$ cat config.mk
export PLATFORM = sky130hd
export DESIGN_NAME = io_input_handshake
export DESIGN_NICKNAME = d
export VERILOG_FILES = /design/src/verilog/line_sync.v /design/src/verilog/io_input_handshake.v
export VERILOG_INCLUDE_DIRS = /design/src /design/src/verilog
export SDC_FILE = /design/constraint.sdc
export NUM_CORES = 1
export LEC_CHECK = 0
export BUFFER_PORTS_ARGS = -buffer_cell sky130_fd_sc_hd__buf_2
export CAP_MARGIN = 20
export CORE_MARGIN = 8
export CORE_UTILIZATION = 51
export CTS_CLUSTER_SIZE = 30
export DETAILED_ROUTE_END_ITERATION = 10
export PLACE_DENSITY = 0.75
export SYNTH_ARGS = -nofsm -noshare
export SYNTH_HDL_FRONTEND = slang
export SYNTH_SLANG_ARGS = --single-unit
$ cat constraint.sdc
create_clock -name ref_clk -period 2.1 [get_ports ref_clk]
set_clock_uncertainty 0.15 [all_clocks]
set_input_delay 0.21 -clock ref_clk [delete_from_list [all_inputs] [get_ports ref_clk]]
set_output_delay 0.21 -clock ref_clk [all_outputs]
set_load 0.1 [all_outputs]
$ cat src/verilog/io_input_defines.vh
// constants for the input handshake and jump block
// assumes ref_clk at 250 mhz and a four-phase machine cycle of 1.6 us
`ifndef IO_INPUT_DEFINES_VH
`define IO_INPUT_DEFINES_VH
// *****************************
// timing
// *****************************
`define CLK_PERIOD_PS 4000
`define MACHINE_CYCLE_NS 1600
`define ACK_DELAY_NS 2000
`define PHASE_CYCLES (`MACHINE_CYCLE_NS * 1000 / `CLK_PERIOD_PS / 4)
`define ACK_DELAY_CYCLES ((`ACK_DELAY_NS * 1000 + `CLK_PERIOD_PS - 1) / `CLK_PERIOD_PS)
`define CH0_ACK_CYCLES (`MACHINE_CYCLE_NS * 1000 / `CLK_PERIOD_PS)
// *****************************
// instruction codes
// *****************************
`define FUNC_IO 6'h0a
`define FUNC_JUMP 6'h0e
`define DESIG_INPUT 3'h0
`define DESIG_OUTPUT 3'h1
`define DESIG_INTR 3'h2
// *****************************
// phases and fields
// *****************************
`define PHASE_ONE 2'h0
`define PHASE_TWO 2'h1
`define PHASE_THREE 2'h2
`define PHASE_FOUR 2'h3
`define LOW_SIX_WIDTH 6
`define WORD_WIDTH 15
// *****************************
// instruction word fields
// *****************************
`define FUNC_MSB 14
`define FUNC_LSB 9
`define DESIG_MSB 8
`define DESIG_LSB 6
`define OPERAND_MSB 8
`define OPERAND_LSB 0
`define CHAN_SEL_BIT 0
`endif

$ cat src/verilog/line_sync.v
// three-stage synchroniser with second/third agreement
// assumes an asynchronous level input and the ref_clk domain
`timescale 1ns/1ps
module line_sync (
  input wire ref_clk,
  input wire srst,
  input wire din,
  output reg dout
);
  reg s1_reg;
  reg s2_reg;
  reg s3_reg;
  // first stage feeds only the second
  always @(posedge ref_clk) begin
    if (srst) begin
      s1_reg <= 1'b0;
      s2_reg <= 1'b0;
      s3_reg <= 1'b0;
      dout <= 1'b0;
    end else begin
      s1_reg <= din;
      s2_reg <= s1_reg;
      s3_reg <= s2_reg;
      if (s2_reg == s3_reg) begin
        dout <= s3_reg;
      end
    end
  end
endmodule

$ cat src/verilog/io_input_handshake.v
// input handshake, io jump evaluation and interrupt handling
// assumes instruction strobes from the sequencer on ref_clk; pins are asynchronous
// Contract
// - channel 0 ack about 2 us after load
// - channel 0 ack held until data loaded
// - channel 0 ack lasts one machine cycle
// - channel 1 moves full 15-bit word
// - channel 1 gates at phase four, clears phase two
// - gated ones survive the overlapping clear
// - channel 1 ack held until request and interrupt drop
// - jumps ignore channel, either request counts
// - input jump taken only with no request
// - idle state: input jumps always taken
// - pending request: input jump not taken
// - after ack, jump disabled until request and interrupt drop
// - output jump taken with output ack flag set and no output request
// - interrupt jump taken while interrupt low and input ack flag set
// - lines low: flag set, ack off, jumps enabled
// - input instruction splits function and operand
// - operand bit zero selects channel
// - channel 0 clears and loads low six bits
// - channel 1 clears whole data register
`timescale 1ns/1ps
`include "io_input_defines.vh"
module io_input_handshake #(
  parameter WORD_WIDTH = `WORD_WIDTH,
  parameter LOW_SIX_WIDTH = `LOW_SIX_WIDTH
) (
  input wire ref_clk,
  input wire srst,
  input wire instr_valid,
  input wire [WORD_WIDTH-1:0] instr_word,
  input wire jump_sample,
  input wire [LOW_SIX_WIDTH-1:0] tty_data,
  input wire [WORD_WIDTH-1:0] cable_data,
  input wire ch0_in_req,
  input wire ch1_in_req,
  input wire ch0_out_req,
  input wire ch1_out_req,
  input wire interrupt_line,
  input wire output_ack_flag,
  output wire ch0_in_ack,
  output wire ch1_in_ack,
  output reg [WORD_WIDTH-1:0] in_data,
  output reg jump_flag,
  output reg input_ack_flag,
  output reg [5:0] func_reg,
  output reg [8:0] operand_reg,
  output reg busy
);
  // *****************************
  // synchronised lines
  // *****************************
  wire s_ch0_req;
  wire s_ch1_req;
  wire s_ch0_oreq;
  wire s_ch1_oreq;
  wire s_intr;
  line_sync u_s0 (.ref_clk(ref_clk), .srst(srst), .din(ch0_in_req), .dout(s_ch0_req));
  line_sync u_s1 (.ref_clk(ref_clk), .srst(srst), .din(ch1_in_req), .dout(s_ch1_req));
  line_sync u_s2 (.ref_clk(ref_clk), .srst(srst), .din(ch0_out_req), .dout(s_ch0_oreq));
  line_sync u_s3 (.ref_clk(ref_clk), .srst(srst), .din(ch1_out_req), .dout(s_ch1_oreq));
  line_sync u_s4 (.ref_clk(ref_clk), .srst(srst), .din(interrupt_line), .dout(s_intr));
  // either channel counts; the program must keep only one device active
  wire any_in_req = s_ch0_req | s_ch1_req;
  wire any_out_req = s_ch0_oreq | s_ch1_oreq;
  // data pins take the same three stages; the handshake holds them steady while
  // they are sampled, so per-bit agreement is safe, at a cost of four cycles of lag
  wire [LOW_SIX_WIDTH-1:0] s_tty_data;
  wire [WORD_WIDTH-1:0] s_cable_data;
  genvar gi;
  generate
    for (gi = 0; gi < LOW_SIX_WIDTH; gi = gi + 1) begin : g_tty_sync
      line_sync u_t (.ref_clk(ref_clk), .srst(srst), .din(tty_data[gi]), .dout(s_tty_data[gi]));
    end
    for (gi = 0; gi < WORD_WIDTH; gi = gi + 1) begin : g_cable_sync
      line_sync u_c (.ref_clk(ref_clk), .srst(srst), .din(cable_data[gi]), .dout(s_cable_data[gi]));
    end
  endgenerate
  // *****************************
  // phase generator
  // *****************************
  localparam PH_W = 8;
  localparam CNT_W = 12;
  reg [PH_W-1:0] ph_cnt_reg;
  reg [1:0] phase_reg;
  wire phase_end = (ph_cnt_reg == (`PHASE_CYCLES - 1));
  always @(posedge ref_clk) begin
    if (srst) begin
      ph_cnt_reg <= {PH_W{1'b0}};
      phase_reg <= `PHASE_ONE;
    end else if (phase_end) begin
      ph_cnt_reg <= {PH_W{1'b0}};
      phase_reg <= phase_reg + 2'h1;
    end else begin
      ph_cnt_reg <= ph_cnt_reg + 1'b1;
    end
  end
  wire enter_phase_two = phase_end && (phase_reg == `PHASE_ONE);
  wire enter_phase_three = phase_end && (phase_reg == `PHASE_TWO);
  wire enter_phase_four = phase_end && (phase_reg == `PHASE_THREE);
  // *****************************
  // input sequence
  // *****************************
  localparam ST_IDLE = 3'h0;
  localparam ST_C0_CLR = 3'h1;
  localparam ST_C0_LOAD = 3'h2;
  localparam ST_C0_WAIT = 3'h3;
  localparam ST_C0_ACK = 3'h4;
  localparam ST_C1_GATE = 3'h5;
  localparam ST_C1_CLR = 3'h6;
  localparam ST_C1_HOLD = 3'h7;
  reg [2:0] state_reg;
  reg [CNT_W-1:0] cnt_reg;
  wire is_input = instr_valid && (instr_word[`FUNC_MSB:`FUNC_LSB] == `FUNC_IO) &&
    (instr_word[`DESIG_MSB:`DESIG_LSB] == `DESIG_INPUT);
  wire ch0_sel = ~instr_word[`CHAN_SEL_BIT];
  always @(posedge ref_clk) begin
    if (srst) begin
      state_reg <= ST_IDLE;
      cnt_reg <= {CNT_W{1'b0}};
      in_data <= {WORD_WIDTH{1'b0}};
      func_reg <= 6'h00;
      operand_reg <= 9'h000;
    end else begin
      case (state_reg)
        ST_IDLE: begin
          if (is_input) begin
            func_reg <= instr_word[`FUNC_MSB:`FUNC_LSB];
            operand_reg <= instr_word[`OPERAND_MSB:`OPERAND_LSB];
            state_reg <= ch0_sel ? ST_C0_CLR : ST_C1_GATE;
          end
        end
        ST_C0_CLR: begin
          if (enter_phase_two) begin
            in_data[LOW_SIX_WIDTH-1:0] <= {LOW_SIX_WIDTH{1'b0}};
            state_reg <= ST_C0_LOAD;
          end
        end
        ST_C0_LOAD: begin
          if (enter_phase_three) begin
            in_data[LOW_SIX_WIDTH-1:0] <= s_tty_data;
            cnt_reg <= {CNT_W{1'b0}};
            state_reg <= ST_C0_WAIT;
          end
        end
        ST_C0_WAIT: begin
          // ack would clear the typewriter's output register, so wait for the load
          if (cnt_reg == (`ACK_DELAY_CYCLES - 1)) begin
            cnt_reg <= {CNT_W{1'b0}};
            state_reg <= ST_C0_ACK;
          end else begin
            cnt_reg <= cnt_reg + 1'b1;
          end
        end
        ST_C0_ACK: begin
          if (cnt_reg == (`CH0_ACK_CYCLES - 1)) begin
            state_reg <= ST_IDLE;
          end else begin
            cnt_reg <= cnt_reg + 1'b1;
          end
        end
        ST_C1_GATE: begin
          if (enter_phase_four) begin
            in_data <= s_cable_data;
            state_reg <= ST_C1_CLR;
          end
        end
        ST_C1_CLR: begin
          // clear overlaps gating: set bits are re-asserted by the persisting input
          in_data <= s_cable_data;
          if (enter_phase_two) begin
            in_data <= {WORD_WIDTH{1'b0}} | s_cable_data;
            state_reg <= ST_C1_HOLD;
          end
        end
        ST_C1_HOLD: begin
          in_data <= s_cable_data;
          if (input_ack_flag) begin
            state_reg <= ST_IDLE;
          end
        end
        default: begin
          state_reg <= ST_IDLE;
        end
      endcase
    end
  end
  // *****************************
  // acknowledge flag
  // *****************************
  wire ack_cmd = (state_reg == ST_C0_ACK) || (state_reg == ST_C1_GATE);
  always @(posedge ref_clk) begin
    if (srst) begin
      input_ack_flag <= 1'b1;
    end else if (ack_cmd) begin
      input_ack_flag <= 1'b0;
    end else if (!any_in_req && !s_intr) begin
      input_ack_flag <= 1'b1;
    end
  end
  assign ch0_in_ack = (state_reg == ST_C0_ACK);
  assign ch1_in_ack = (state_reg == ST_C1_HOLD) && !input_ack_flag;
  always @(posedge ref_clk) begin
    if (srst) begin
      busy <= 1'b0;
    end else begin
      busy <= (state_reg != ST_IDLE);
    end
  end
  // *****************************
  // jump evaluation
  // *****************************
  wire is_jump = instr_valid && jump_sample && (instr_word[`FUNC_MSB:`FUNC_LSB] == `FUNC_JUMP);
  wire [2:0] desig = instr_word[`DESIG_MSB:`DESIG_LSB];
  always @(posedge ref_clk) begin
    if (srst) begin
      jump_flag <= 1'b0;
    end else if (is_jump) begin
      case (desig)
        `DESIG_INPUT: jump_flag <= input_ack_flag && !any_in_req;
        `DESIG_OUTPUT: jump_flag <= output_ack_flag && !any_out_req;
        `DESIG_INTR: jump_flag <= input_ack_flag && !s_intr;
        default: jump_flag <= 1'b0;
      endcase
    end else begin
      jump_flag <= 1'b0;
    end
  end
endmodule

After elaboration in Yosys (flattened, before gate mapping)
Cells that the tools add are included.
- bitwise gates (word level): 3
- eq/ne operators: 51
- mux-type cells: 22
- reduce and logical (&&, ||, !) cells: 33
- $add $sub $neg: 3
- operators with widths (operator ; count):
    12-bit two-way mux ; 3
    12-bit case mux with 3 select lines ; 1
    3-bit two-way mux ; 9
    1-bit == test ; 26
    12-bit by 9-bit == test with 1-bit output (second input constant) ; 2
    3-bit case mux with 8 select lines ; 1
    6-bit case mux with 4 select lines ; 1
    9-bit case mux with 2 select lines ; 1
    2-bit != test (second input constant) ; 8
    15-bit two-way mux ; 1
    12-bit by 1-bit adder with 12-bit output (second input constant) ; 1
    3-bit == test (second input constant) ; 4
    6-bit by 4-bit == test with 1-bit output (second input constant) ; 2
    1-bit logical AND ; 12
    6-bit two-way mux ; 2
    3-bit by 2-bit == test with 1-bit output (second input constant) ; 3
    8-bit by 1-bit adder with 8-bit output (second input constant) ; 1
    8-bit by 7-bit == test with 1-bit output (second input constant) ; 1
    8-bit AND reduction ; 1
    3-bit by 1-bit == test with 1-bit output (second input constant) ; 2
    3-bit zero test ; 2
    3-bit nonzero test ; 2
    2-bit OR reduction ; 3
    1-bit zero test ; 4
    other kinds (15) ; 19
- output and inout bits: 35
- bits in registers: 162
- input port bits: 46
- word-level logic and storage cells: 227

Longest topological paths before layout
Gate-level depths: netlist of run 1.
- depth after elaboration: 5
- gate-level depth with buffers: 9
- mapped depth without buffers: 7

By module
From an unflattened synthesis of run 1, not the netlist that was laid out.
- cells, all modules: 545
- area total of the unflattened synthesis: 5551.6 sq um
- modules (own cells, without submodules) (module ; cells each ; instances ; sequential area each (sq um) ; area an instance (sq um)):
    line_sync ; 10 ; 26 ; 80.1 ; 112.6
    io_input_handshake ; 285 ; 1 ; 1161.1 ; 2623.8

Worst setup path before layout of run 1
OpenSTA, ideal clock, no wires.
- path kind: flip-flop to flip-flop
- start: register state_reg[2]
- end: register cnt_reg[9]
- arrival time: 3.917 ns
- data required time: 1.891 ns
- path slack: -2.026 ns
- setup time: 0.059 ns
- path buffers: 2
- clock period less this slack: 4.126 ns
- stages on the path, launching flop included: 8
- cell sequence: dfxtp_1 -> buf_6 -> nor3b_1 -> o31ai_2 -> o31a_1 -> buf_6 -> or4b_1 -> nand2_1
- longest elaborated chain between the ends: 3
- elaborated cells between the ends (all ways): 8
- classes of those cells: 5 x eq/ne; 1 x mux; 2 x reduce/logical
- ends and longest elaborated chain (what ; line ; text):
    from (decl) ; io_input_handshake.v:113 ; reg [2:0] state_reg;
    from (signal assigned) ; io_input_handshake.v:131 ; state_reg <= ch0_sel ? ST_C0_CLR : ST_C1_GATE;
    3-bit == test (*) ; -- ;
    net ch0_in_ack ; io_input_handshake.v:42 ; output wire ch0_in_ack,
    2-bit != test (no source line) or 3-bit nonzero test (tied branches) ; -- ;
    3-bit AND reduction (no source line) ; -- ;
    to (signal assigned) ; io_input_handshake.v:121 ; cnt_reg <= {CNT_W{1'b0}};
    to (signal assigned) ; io_input_handshake.v:143 ; cnt_reg <= {CNT_W{1'b0}};
    to (signal assigned) ; io_input_handshake.v:150 ; cnt_reg <= {CNT_W{1'b0}};
    to (decl) ; io_input_handshake.v:114 ; reg [CNT_W-1:0] cnt_reg;
The timed path passes the listed nets; every way through them passes the cells marked *.
A chain may end at the register's enable or synchronous reset.

Worst setup path after layout of run 1
- start: register cnt_reg[6]
- end: register state_reg[0]
- longest elaborated chain between the ends: 3
- elaborated cells between the ends (all ways): 5
- classes of those cells: 4 x eq/ne; 1 x reduce/logical
- ends and longest elaborated chain (what ; line):
    12-bit by 9-bit == test with 1-bit output (on tied branches) ; io_input_handshake.v:149, io_input_handshake.v:157
    2-bit != test (no source line) or 2-bit by 1-bit != test with 1-bit output (tied branches) ; --
    8-bit AND reduction (no source line) (*) ; --
Mark *: on every way between the ends. The rest lies on a longest branch, timed or not.

==> summary.txt, run 1 <==
Run status
  – Outcome: complete, but fails checks
  – Failing checks: setup timing

Yosys
  – Synthesized flop and latch total: around 160
  – Syn nets: approximately 610
  – Sequential fraction of the synthesis area: 0.5716
  – Yosys warning count: 0
  – Mapped Cells: 560
  – Ys flop type: dfxtp_1
  – Synth top cells by count: dfxtp_1, nor2b_1, nand2_1, o21ai_0, nor2_1
  – Most numerous cell in the Yosys netlist: dfxtp_1
  – Synth top area share: 0.5716
  – Asr flop ratio synth: 0
  – Main area contributors after synthesis: dfxtp_1, nor2b_1, o21ai_0
  – Mean post-synth cell area: slightly above 10 um2
  – EDFF count, synth: 0
  – Mapped cell area: 0.005674 mm2
  – Largest area contributor in the netlist: dfxtp_1
  – Distinct cells, synth: 53

Route
  – Antenna viol nets, final: 0
  – Vias: around 4.5k
  – Via density: between 5 and 6
  – DR WL/cell: around 14 um
  – Drt drc: 0
  – Drt first pass iters: 4
  – WL final: 12270 um
  – Initial drt markers: slightly below 200

Floorplanning
  – Site row count: 38
  – Total die area: roughly 0.015 mm2
  – Die Ht: about 120 um
  – Die X-Extent: between 100 and 150 um
  – Area of the core: 0.01084 mm2
  – Starting Density: 0.5234
  – IO Count: 81

CTS
  – CTS clk-pin slew, worst paths: approximately 0.06 ns
  – H-tree levels: 4
  – Root Buffer: clkbuf_8
  – Clock Latency Late Sink: between 0.5 and 0.6 ns
  – Clock buffer depth: 2
  – Inserted Clock Buffers: 17
  – Clk sinks: roughly 160
  – TritonCTS clock tree: yes

Timing
  – Worst hold margin: 0.04741 ns
  – Final worst slack: -0.1918 ns
  – Fmax: roughly 440 MHz
  – Final min period: 2.292 ns
  – Hold Violations, Final: 0
  – Least-Margin Pin Slew: around 0.5 ns
  – Unrepaired setup endpoints after global routing: true
  – Final Setup Violations: 10
  – Max_slew headroom: 0.6692
  – Final Cycle Share: 1.091
  – Setup TNS: -0.6934 ns
  – Slew Viols, Final: 0

Cells and area
  – Cell area after layout: 0.007677 mm2
  – P&R area growth vs syn: 35.30%
  – Share of cells above drive strength 1: 0.2817
  – Inserted Diodes: 0
  – Nets: slightly below 800

Place
  – IO buf count: 80
  – Hpwl dp: slightly below 8000 um
  – GP Congestion: roughly 0.79
  – DP Worst Slack: -0.2414 ns
  – Cell Area, Placed: between 0.006 and 0.007 mm2

Power
  – Pwr dens: between 1000 and 1500 mW/mm2
  – Worst VDD drop: between 0.8 and 0.9 mV
  – Power Total: about 0.0077 W
  – Leakage: 3.215 nW

Critical path
  – Required @ worst endpoint: 2.36 ns
  – Reg2reg end: state_reg[0]$_SDFFE_PP0P_
  – Crit path launch type: flop
  – R2R cell count: 5
  – Critical path class: reg -> reg
  – FF-to-FF Start: cnt_reg[6]$_SDFFE_PP0P_
  – CP Data Arrival Time: 2.56 ns
  – Max Fanout on Critical Path: 3
  – R2r setup slk: -0.19 ns
  – Critical path capture point type: flop

GRT
  – Total GRT Usage: 0.1679
  – Largest net degree at the start of global routing: 125
  – Vias in the first global route: ~4.4k
  – GR Overflow Total: 0
  – First-pass GRT wire length: 20060 um
  – Initial antenna violation count: 0

Job
  – Max-cap violations: 0

Worst hold path
  – Worst hold endpoint: jump_flag$_SDFF_PP0_
  – Worst Hold Depth: 5
  – Hold path startpoint: instr_word[13]
  – Min-delay worst type: in -> reg
[worst max path at each step]
stage | start | to
after floorplan | state_reg[2]$_SDFFE_PP0P_ | cnt_reg[9]$_SDFFE_PP0P_
after global placement | cnt_reg[11]$_SDFFE_PP0P_ | cnt_reg[1]$_SDFFE_PP0P_
after detailed placement | cnt_reg[11]$_SDFFE_PP0P_ | cnt_reg[1]$_SDFFE_PP0P_
after CTS | cnt_reg[6]$_SDFFE_PP0P_ | state_reg[0]$_SDFFE_PP0P_
after global routing | cnt_reg[6]$_SDFFE_PP0P_ | state_reg[0]$_SDFFE_PP0P_
final | cnt_reg[6]$_SDFFE_PP0P_ | state_reg[0]$_SDFFE_PP0P_
[final cells by class]
type	count	area (um2)
Clock buffer	17	414.1
Clock inverter	15	158.9
Fill cell	762	3163
Inverter	10	37.54
Multi-Input combinational cell	361	2374
Sequential cell	162	3256
Tap cell	140	175.2
Timing Repair Buffer	177	1262
[cells in the final DEF (no fill, tap or decap), types with 4 or more instances in the layout]
| cell | instances |
|---|---|
| a211oi_1 | 6 |
| clkbuf_16 | 16 |
| nor2_1 | 33 |
| buf_2 | 77 |
| o31ai_2 | 4 |
| o21ai_1 | 4 |
| clkinv_4 | 4 |
| nor3b_1 | 4 |
| buf_4 | 58 |
| nand3_1 | 10 |
| o21ai_0 | 31 |
| dfxtp_2 | 7 |
| nor2b_1 | 81 |
| xnor2_1 | 6 |
| nor3_1 | 10 |
| or4_1 | 4 |
| mux2i_1 | 17 |
| a21oi_1 | 30 |
| nand2_1 | 37 |
| ha_1 | 5 |
| a21boi_1 | 7 |
| and3_1 | 8 |
| inv_1 | 10 |
| dfxtp_1 | 154 |
| dlygate4sd3_1 | 39 |
| a22oi_1 | 6 |
[kinds of logic after synthesis]
| family | synth area share |
|---|---|
| and+or+nand+nor | 0.2174 |
| DFF | 0.5716 |
| adders and majority gates | 0.01323 |
| xor gates and xnor gates | 0.01389 |
| muxes | 0.03197 |
| buffers and inverters | 0.03682 |
| AOI/OAI and AO/OA | 0.1151 |
[through the flow]
stage,instances,utilization
2_1_floorplan,560,-
3_3_place_gp,804,0.6018
3_5_place_dp,804,0.6018
4_1_cts,877,0.6966
5_1_grt,882,0.7082
6_report,882,0.7082
[routing by layer]
metal | up-vias | part of all wire | GRT usage
met5 | - | 0 | 0
met4 | 0 | 0.014 | 0.06245
met3 | 16 | 0.056 | 0.05584
met2 | 107 | 0.49 | 0.2831
met1 | 2089 | 0.44 | 0.1936
li1 | 2267 | - | -
[critical path, cell delays in order (launching register included)]
cell,delay (ns)
dfxtp_2,0.32
or4b_4,0.55
o31ai_4,0.28
o211ai_1,0.20
or3_4,0.38
mux2_4,0.30
[power by group]
| part | internal [W] | leakage, nW | switching, W |
|---|---|---|---|
| Combinational | 0.000559 | 1.62 | 0.000880 |
| Clock | 0.00170 | 0.275 | 0.00124 |
| Sequential | 0.00322 | 1.32 | 0.000115 |
| Total | 0.00548 | 3.22 | 0.00223 |
[repair_timing]
item / CTS / global route
setup buffers: 3 / 4
gates resized for setup: 17 / 17
pin swaps: 8 / 4
gates cloned: 1 / 0
setup endpoints to repair: 23 / 24
hold buffers: 37 / 3
endpoints found under the hold margin: 50 / 1
No activity file was read; power rests on OpenSTA's default activity.
==> run 2: changes to the inputs <==
Settings changed: CORE_ASPECT_RATIO set to 0.6.
==> run 2 against run 1 <==
Non-clock buffer count fell by 9. Sequential cell count unchanged. Routed wire length increased by 5.0%. Worst hold slack worse by 0.034 ns. Combinational power increased by 6%. Via count increased by 0.13%. The run still ends with setup timing left. Register-to-register slack better by 0.02 ns. First-iteration DRC count increased by 49%. Largest power group unchanged. Global-route usage rose by 0.31 points. Die area is 0.75% higher. Setup slack improved by 0.019 ns. Critical path depth increased by 1.
==> summary.txt, run 2 (synthesis gave the netlist of run 1 again) <==
Timing
  – Max_slew headroom: 0.6628 (-0.006450)
  – Fmax: 439.9 MHz (+0.83%)
  – Final min period: 2.273 ns (-0.01877 ns)
  – Final worst slack: -0.1730 ns (+0.01877 ns)
  – Least-Margin Pin Slew: 0.5093 ns (+0.01318 ns)
  – Unrepaired setup endpoints after global routing: true
  – Setup TNS: -0.8618 ns (-0.1684 ns)
  – Hold Violations, Final: 0 (unchanged)
  – Final Setup Violations: 13 (+3)
  – Final Cycle Share: 1.082 (-0.008936)
  – Slew Viols, Final: 0 (unchanged)

Critical path
  – Crit path launch type: flop
  – Critical path capture point type: flop
  – Critical path class: reg -> reg
  – Max Fanout on Critical Path: 3 (unchanged)
  – CP Data Arrival Time: 2.46 ns (-0.10 ns)
  – Required @ worst endpoint: 2.29 ns (-0.07 ns)

Cells and area
  – Filler cell count: 725 (-4.9%)
  – Share of cells above drive strength 1: 0.2920 (+0.01028)
  – Nets: 772 (-1.2%)
  – Commonest non-fill, non-tap cells in the layout: dfxtp_1, nor2b_1, buf_2
  – Inserted Diodes: 0 (unchanged)
  – P&R area growth vs syn: 36.34%
  – Commonest non-fill, non-tap cell in the layout: dfxtp_1

Route
  – Initial drt markers: 293 (+49%)
  – WL final: 12880 um (+5.0%)
  – Detail Route met2 WL: 6205 um (+4.0%)
  – Uppermost layer routed: met4
  – Drt first pass iters: 5 (+1)
  – DR WL/cell: 14.77 um (+6.2%)
  – Vias: 4485 (+0.13%)
  – Via density: 5.143 (+1.3%)
  – Met3 WL post-DR: 930 um (+36%)
  – WL met1: 5628 um (+3.2%)
  – Antenna viol nets, final: 0 (unchanged)
  – Drt drc: 0 (unchanged)

CTS
  – Root Buffer: clkbuf_16
  – Clock Latency Late Sink: 0.42 ns (-0.11 ns)
  – CTS clk-pin slew, worst paths: 0.06 ns (about the same)
  – H-tree levels: 4 (unchanged)
  – Clock buffer depth: 2 (unchanged)
  – Inserted Clock Buffers: 17 (unchanged)
  – Clk sinks: 162 (unchanged)
  – TritonCTS clock tree: yes

Place
  – IO buf count: 80 (unchanged)
  – GP Congestion: 0.8527 (+7.5%)
  – DP Worst Slack: -0.2441 ns (-0.002667 ns)
  – Hpwl dp: 8276 um (+5.0%)

Power
  – Leakage: 3.218 nW (about the same)
  – Pwr dens: 1028 mW/mm2 (+2.3%)
  – Worst VDD drop: 0.5901 mV (-33%)

Floorplanning
  – Die Ht: 97.71 um (-20%)
  – Site row count: 29 (-24%)
  – Area of the core: 0.01070 mm2 (-1.3%)
  – IO Count: 81 (unchanged)
  – Total die area: 0.01487 mm2 (+0.75%)
  – Die X-Extent: 152.2 um (+25%)
  – Starting Density: 0.5301 (+0.006669)

Job
  – Max-cap violations: 0 (unchanged)

GRT
  – Largest net degree at the start of global routing: 121 (-3.2%)
  – Initial antenna violation count: 0 (unchanged)
  – GR Overflow Total: 0 (unchanged)
  – Total GRT Usage: 0.1710 (+0.003056)
  – First-pass GRT wire length: 20840 um (+3.9%)
  – Vias in the first global route: 4511 (+2.2%)

Run status
  – Failing checks: setup timing
  – Outcome: complete, but fails checks

Worst hold path
  – Min-delay worst type: in -> reg
-- run 2: what timing repair did --
item | 4_1_cts | 5_1_grt
pin swaps | 9 | 12
setup buffers | 4 | 1
gates cloned | 1 | 0
endpoints found under the hold margin | 32 | 0
hold buffers | 32 | 0
gates resized for setup | 23 | 28
setup endpoints to repair | 22 | 21
-- run 2: worst paths after layout --
kind,slack (ns),end,cells past startpoint,start
max,-0.17,state_reg[1]$_SDFFE_PP0P_,6,cnt_reg[5]$_SDFFE_PP0P_
max reg2reg,-0.17,state_reg[1]$_SDFFE_PP0P_,6,cnt_reg[5]$_SDFFE_PP0P_
min,0.01,ph_cnt_reg[3]$_SDFF_PP0_,2,srst
min reg2reg,0.28,u_s3.s2_reg$_SDFF_PP0_,1,u_s3.s1_reg$_SDFF_PP0_
-- run 2: power by group --
| group | switching [W] | internal, W | total [W] |
|---|---|---|---|
| Clock | 0.00126 | 0.00184 | 0.00310 |
| Combinational | 0.000937 | 0.000579 | 0.00152 |
| Sequential | 0.000116 | 0.00322 | 0.00334 |
-- run 2: metrics by stage --
stage                     instances  utilization  hold WS, ns  area [um2]  total power (W)
after floorplan                 560            -       0.1882        5702         0.004315
after global placement          803       0.6105       0.2670        6535         0.004608
after detailed placement        803       0.6105       0.2704        6535         0.004645
after CTS                       872       0.7091     0.007671        7590         0.007914
after global routing            872       0.7227      0.01061        7736         0.008277
final                           872       0.7227      0.01312        7736         0.007955
-- run 2: per-layer routing --
metal,GRT usage,up-vias
met5,0,-
met4,0.06723,0
met3,0.06838,13
met2,0.2817,133
met1,0.1973,2101
li1,-,2238
-- run 2: layout make-up --
cell class,count,area [um2],share of cell area
inverter,10,37.54,0.004852
tap,139,173.9,0.02248
sequential,162,3254,0.4207
clock inverter,12,142.6,0.01844
clock buffer,20,456.7,0.05903
timing repair buffer,168,1197,0.1548
multi-input combinational,361,2474,0.3197
-- run 2: critical path, cell delays in order (launching register included) --
cell	delay (ns)
dfxtp_1	0.31
or4b_4	0.55
o31ai_4	0.28
o211ai_1	0.16
buf_4	0.19
or4_4	0.42
a21oi_2	0.14
==> run 3: changes to the inputs <==
Settings changed: CORE_UTILIZATION 51 to 50, PLACE_DENSITY 0.75 to not set, PLACE_DENSITY_LB_ADDON set to 0.15, SYNTH_HIERARCHICAL set to 1.
==> run 3 against run 2 <==
The flow still finishes with violations (setup timing). Via count is 1.9% lower. Setup slack worse by 0.068 ns. Routed wire length down 5.3%. First-iteration DRC count rose by 8.2%. Count of clock-buffer cells in the layout unchanged. Global-route usage fell by 0.68 points. Clock power fell by 5%.
==> summary.txt, run 3 <==
Run status
  – Outcome: complete, but fails checks
  – Failing checks: setup timing

Timing
  – Hold Violations, Final: 0 (unchanged)
  – Least-Margin Pin Slew: 0.6126 ns (+0.1032 ns)
  – Slew Viols, Final: 0 (unchanged)
  – Final worst slack: -0.2412 ns (-0.06814 ns)
  – Max_slew headroom: 0.5908 (-0.07200)
  – Final Cycle Share: 1.115 (+0.03245)
  – Worst hold margin: 0.02992 ns (+0.01680 ns)
  – Final min period: 2.341 ns (+0.06814 ns)
  – Setup TNS: -1.264 ns (-0.4019 ns)
  – Fmax: 427.1 MHz (-2.9%)
  – Final Setup Violations: 15 (+2)
  – Unrepaired setup endpoints after global routing: true

Place
  – GP Congestion: 0.8492 (-0.41%)
  – Hpwl dp: 7816 um (-5.6%)
  – IO buf count: 80 (unchanged)

Yosys
  – Most numerous cell in the Yosys netlist: dfxtp_1
  – Largest area contributor in the netlist: dfxtp_1
  – EDFF count, synth: 0 (unchanged)
  – Main area contributors after synthesis: dfxtp_1, nor2b_1, a21oi_1
  – Ys flop type: dfxtp_1
  – Synth top area share: 0.5842 (+0.01262)
  – Sequential fraction of the synthesis area: 0.5842 (+0.01262)
  – Distinct cells, synth: 54 (+1.9%)
  – Post-synthesis adder-cell area fraction: 0.01127 (-0.001962)
  – Syn nets: 596 (-2.6%)
  – Mux cell area share after synthesis: 0.03268 (+0.0007062)
  – Mapped cell area: 0.005552 mm2 (-2.2%)
  – Synthesized flop and latch total: 162 (unchanged)
  – Mean post-synth cell area: 10.19 um2 (+0.53%)
  – Mapped Cells: 545 (-2.7%)
  – Yosys warning count: 6 (+6)
  – Post-Synth Simple-Gate Area: 0.2294 (+0.01201)
  – Complex-gate fraction of the synthesized area: 0.1134 (-0.001740)
  – XOR/XNOR Fraction of Synth Area: 0.01104 (-0.002848)
  – Synth top cells by count: dfxtp_1, nor2b_1, a21oi_1, nand2_1, nor2_1
  – Largest family of logic cells by synthesized area: simple AND/OR/NAND/NOR gates
  – Asr flop ratio synth: 0 (unchanged)

GRT
  – Met3 Usage GRT: 0.05551 (-0.01288)
  – First-pass GRT wire length: 20310 um (-2.5%)
  – Largest net degree at the start of global routing: 121 (unchanged)
  – Vias in the first global route: 4349 (-3.6%)
  – GR Overflow Total: 0 (unchanged)
  – Initial antenna violation count: 0 (unchanged)
  – Met1 GRT Util: 0.2033 (+0.005959)
  – Total GRT Usage: 0.1642 (-0.006757)
  – Met2 Usage GRT: 0.2672 (-0.01446)
  – Grt peak-use layer: met2

Route
  – Drt first pass iters: 4 (-1)
  – Drt drc: 0 (unchanged)
  – DR WL/cell: 14.09 um (-4.6%)
  – Initial drt markers: 317 (+8.2%)
  – WL final: 12200 um (-5.3%)
  – Antenna viol nets, final: 0 (unchanged)
  – Vias: 4402 (-1.9%)
  – Via density: 5.083 (-1.2%)

Power
  – Worst VDD drop: 0.7680 mV (+30%)
  – Power Total: 0.007700 W (-3.2%)
  – Pwr dens: 1017 mW/mm2 (-1.1%)
  – Leakage: 3.181 nW (-1.1%)

CTS
  – Clock Latency Late Sink: 0.42 ns (about the same)
  – CTS clk-pin slew, worst paths: 0.06 ns (about the same)
  – Clk sinks: 162 (unchanged)
  – Root Buffer: clkbuf_16
  – Clock buffer depth: 2 (unchanged)
  – Inserted Clock Buffers: 17 (unchanged)
  – H-tree levels: 4 (unchanged)
  – TritonCTS clock tree: yes

Critical path
  – Max Fanout on Critical Path: 3 (unchanged)
  – CP Data Arrival Time: 2.49 ns (+0.03 ns)
  – Crit path launch type: flop
  – Required @ worst endpoint: 2.25 ns (-0.04 ns)
  – Critical path class: reg -> reg
  – Critical path capture point type: flop

Cells and area
  – P&R area growth vs syn: 36.40% (about the same)
  – Commonest non-fill, non-tap cell in the layout: dfxtp_1
  – Commonest non-fill, non-tap cells in the layout: dfxtp_1, nor2b_1, buf_2
  – Nets: 765 (-0.91%)
  – Storage cell area: 0.003258 mm2 (+0.12%)
  – Multi-input logic area: 0.002366 mm2 (-4.3%)
  – Filler cell count: 792 (+9.2%)
  – Inserted Diodes: 0 (unchanged)
  – Share of cells above drive strength 1: 0.2696 (-0.02235)

Job
  – Max-cap violations: 0 (unchanged)

Floorplanning
  – Die Ht: 97.62 um (about the same)
  – Site row count: 29 (unchanged)
  – Starting Density: 0.5186 (-0.01146)
  – IO Count: 81 (unchanged)
  – Die X-Extent: 152.0 um (about the same)
  – Total die area: 0.01484 mm2 (-0.18%)
  – Area of the core: 0.01070 mm2 (unchanged)

Worst hold path
  – Min-delay worst type: in -> reg
-- run 3: logic make-up after synthesis --
family / Yosys count
AOI/OAI and AO/OA: 102
xor gates and xnor gates: 7
adders and majority gates: 5
buffers and inverters: 26
DFF: 162
muxes: 18
and+or+nand+nor: 225
-- run 3: through the flow --
step	util	instances	worst slack [ns]	cell area, um2
2_1_floorplan	-	545	-0.2213	5613
3_3_place_gp	0.6057	796	-0.1901	6484
3_5_place_dp	0.6057	796	-0.2475	6484
4_1_cts	0.6957	864	-0.2482	7447
5_1_grt	0.7074	866	-0.3013	7572
6_report	0.7074	866	-0.2412	7572
-- run 3: power breakdown --
part           internal, W  total [W]  switching [W]
Sequential         0.00322    0.00332      0.0000927
Combinational     0.000472    0.00142       0.000951
Clock              0.00169    0.00296        0.00127
-- run 3: cell type report --
| type | count | area share |
|---|---|---|
| clock buffer | 20 | 0.05899 |
| sequential | 162 | 0.4303 |
| clock inverter | 12 | 0.01603 |
| tap | 139 | 0.02297 |
| multi-input combinational | 357 | 0.3125 |
| timing repair buffer | 164 | 0.1528 |
| inverter | 12 | 0.006444 |
-- run 3: per-layer routing --
| layer | wire [um] | vias to the layer above | share of wire |
|---|---|---|---|
| met5 | 0 | - | 0 |
| met4 | 125 | 0 | 0.010 |
| met3 | 543 | 14 | 0.045 |
| met2 | 5584 | 76 | 0.46 |
| met1 | 5944 | 2074 | 0.49 |
| li1 | - | 2238 | - |
-- run 3: final timing paths --
kind	startpoint	endpoint	slack (ns)	depth (start not counted)
worst max-delay path	cnt_reg[1]$_SDFFE_PP0P_	state_reg[1]$_SDFFE_PP0P_	-0.24	6
worst max register to register	cnt_reg[1]$_SDFFE_PP0P_	state_reg[1]$_SDFFE_PP0P_	-0.24	6
worst min register to register	g_cable_sync[0].u_c/s1_reg$_SDFF_PP0_	g_cable_sync[0].u_c/s2_reg$_SDFF_PP0_	0.29	1
worst min-delay path	srst	in_data[14]$_SDFFE_PP0P_	0.03	2
-- run 3: repair_timing --
item	CTS	global route
gates resized for setup	16	25
endpoints found under the hold margin	33	0
cloned	1	0
hold buffers	35	0
pin swaps	19	13
setup endpoints to repair	17	22
buffers inserted	1	2
-- run 3: worst max-delay path: stages, from the launching register on --
cell and delay, ns:
dfxtp_4 0.35, ha_4 0.12, or4b_4 0.47, o41ai_4 0.27, o41ai_2 0.18, nor4_4 0.31
mux2_2 0.37
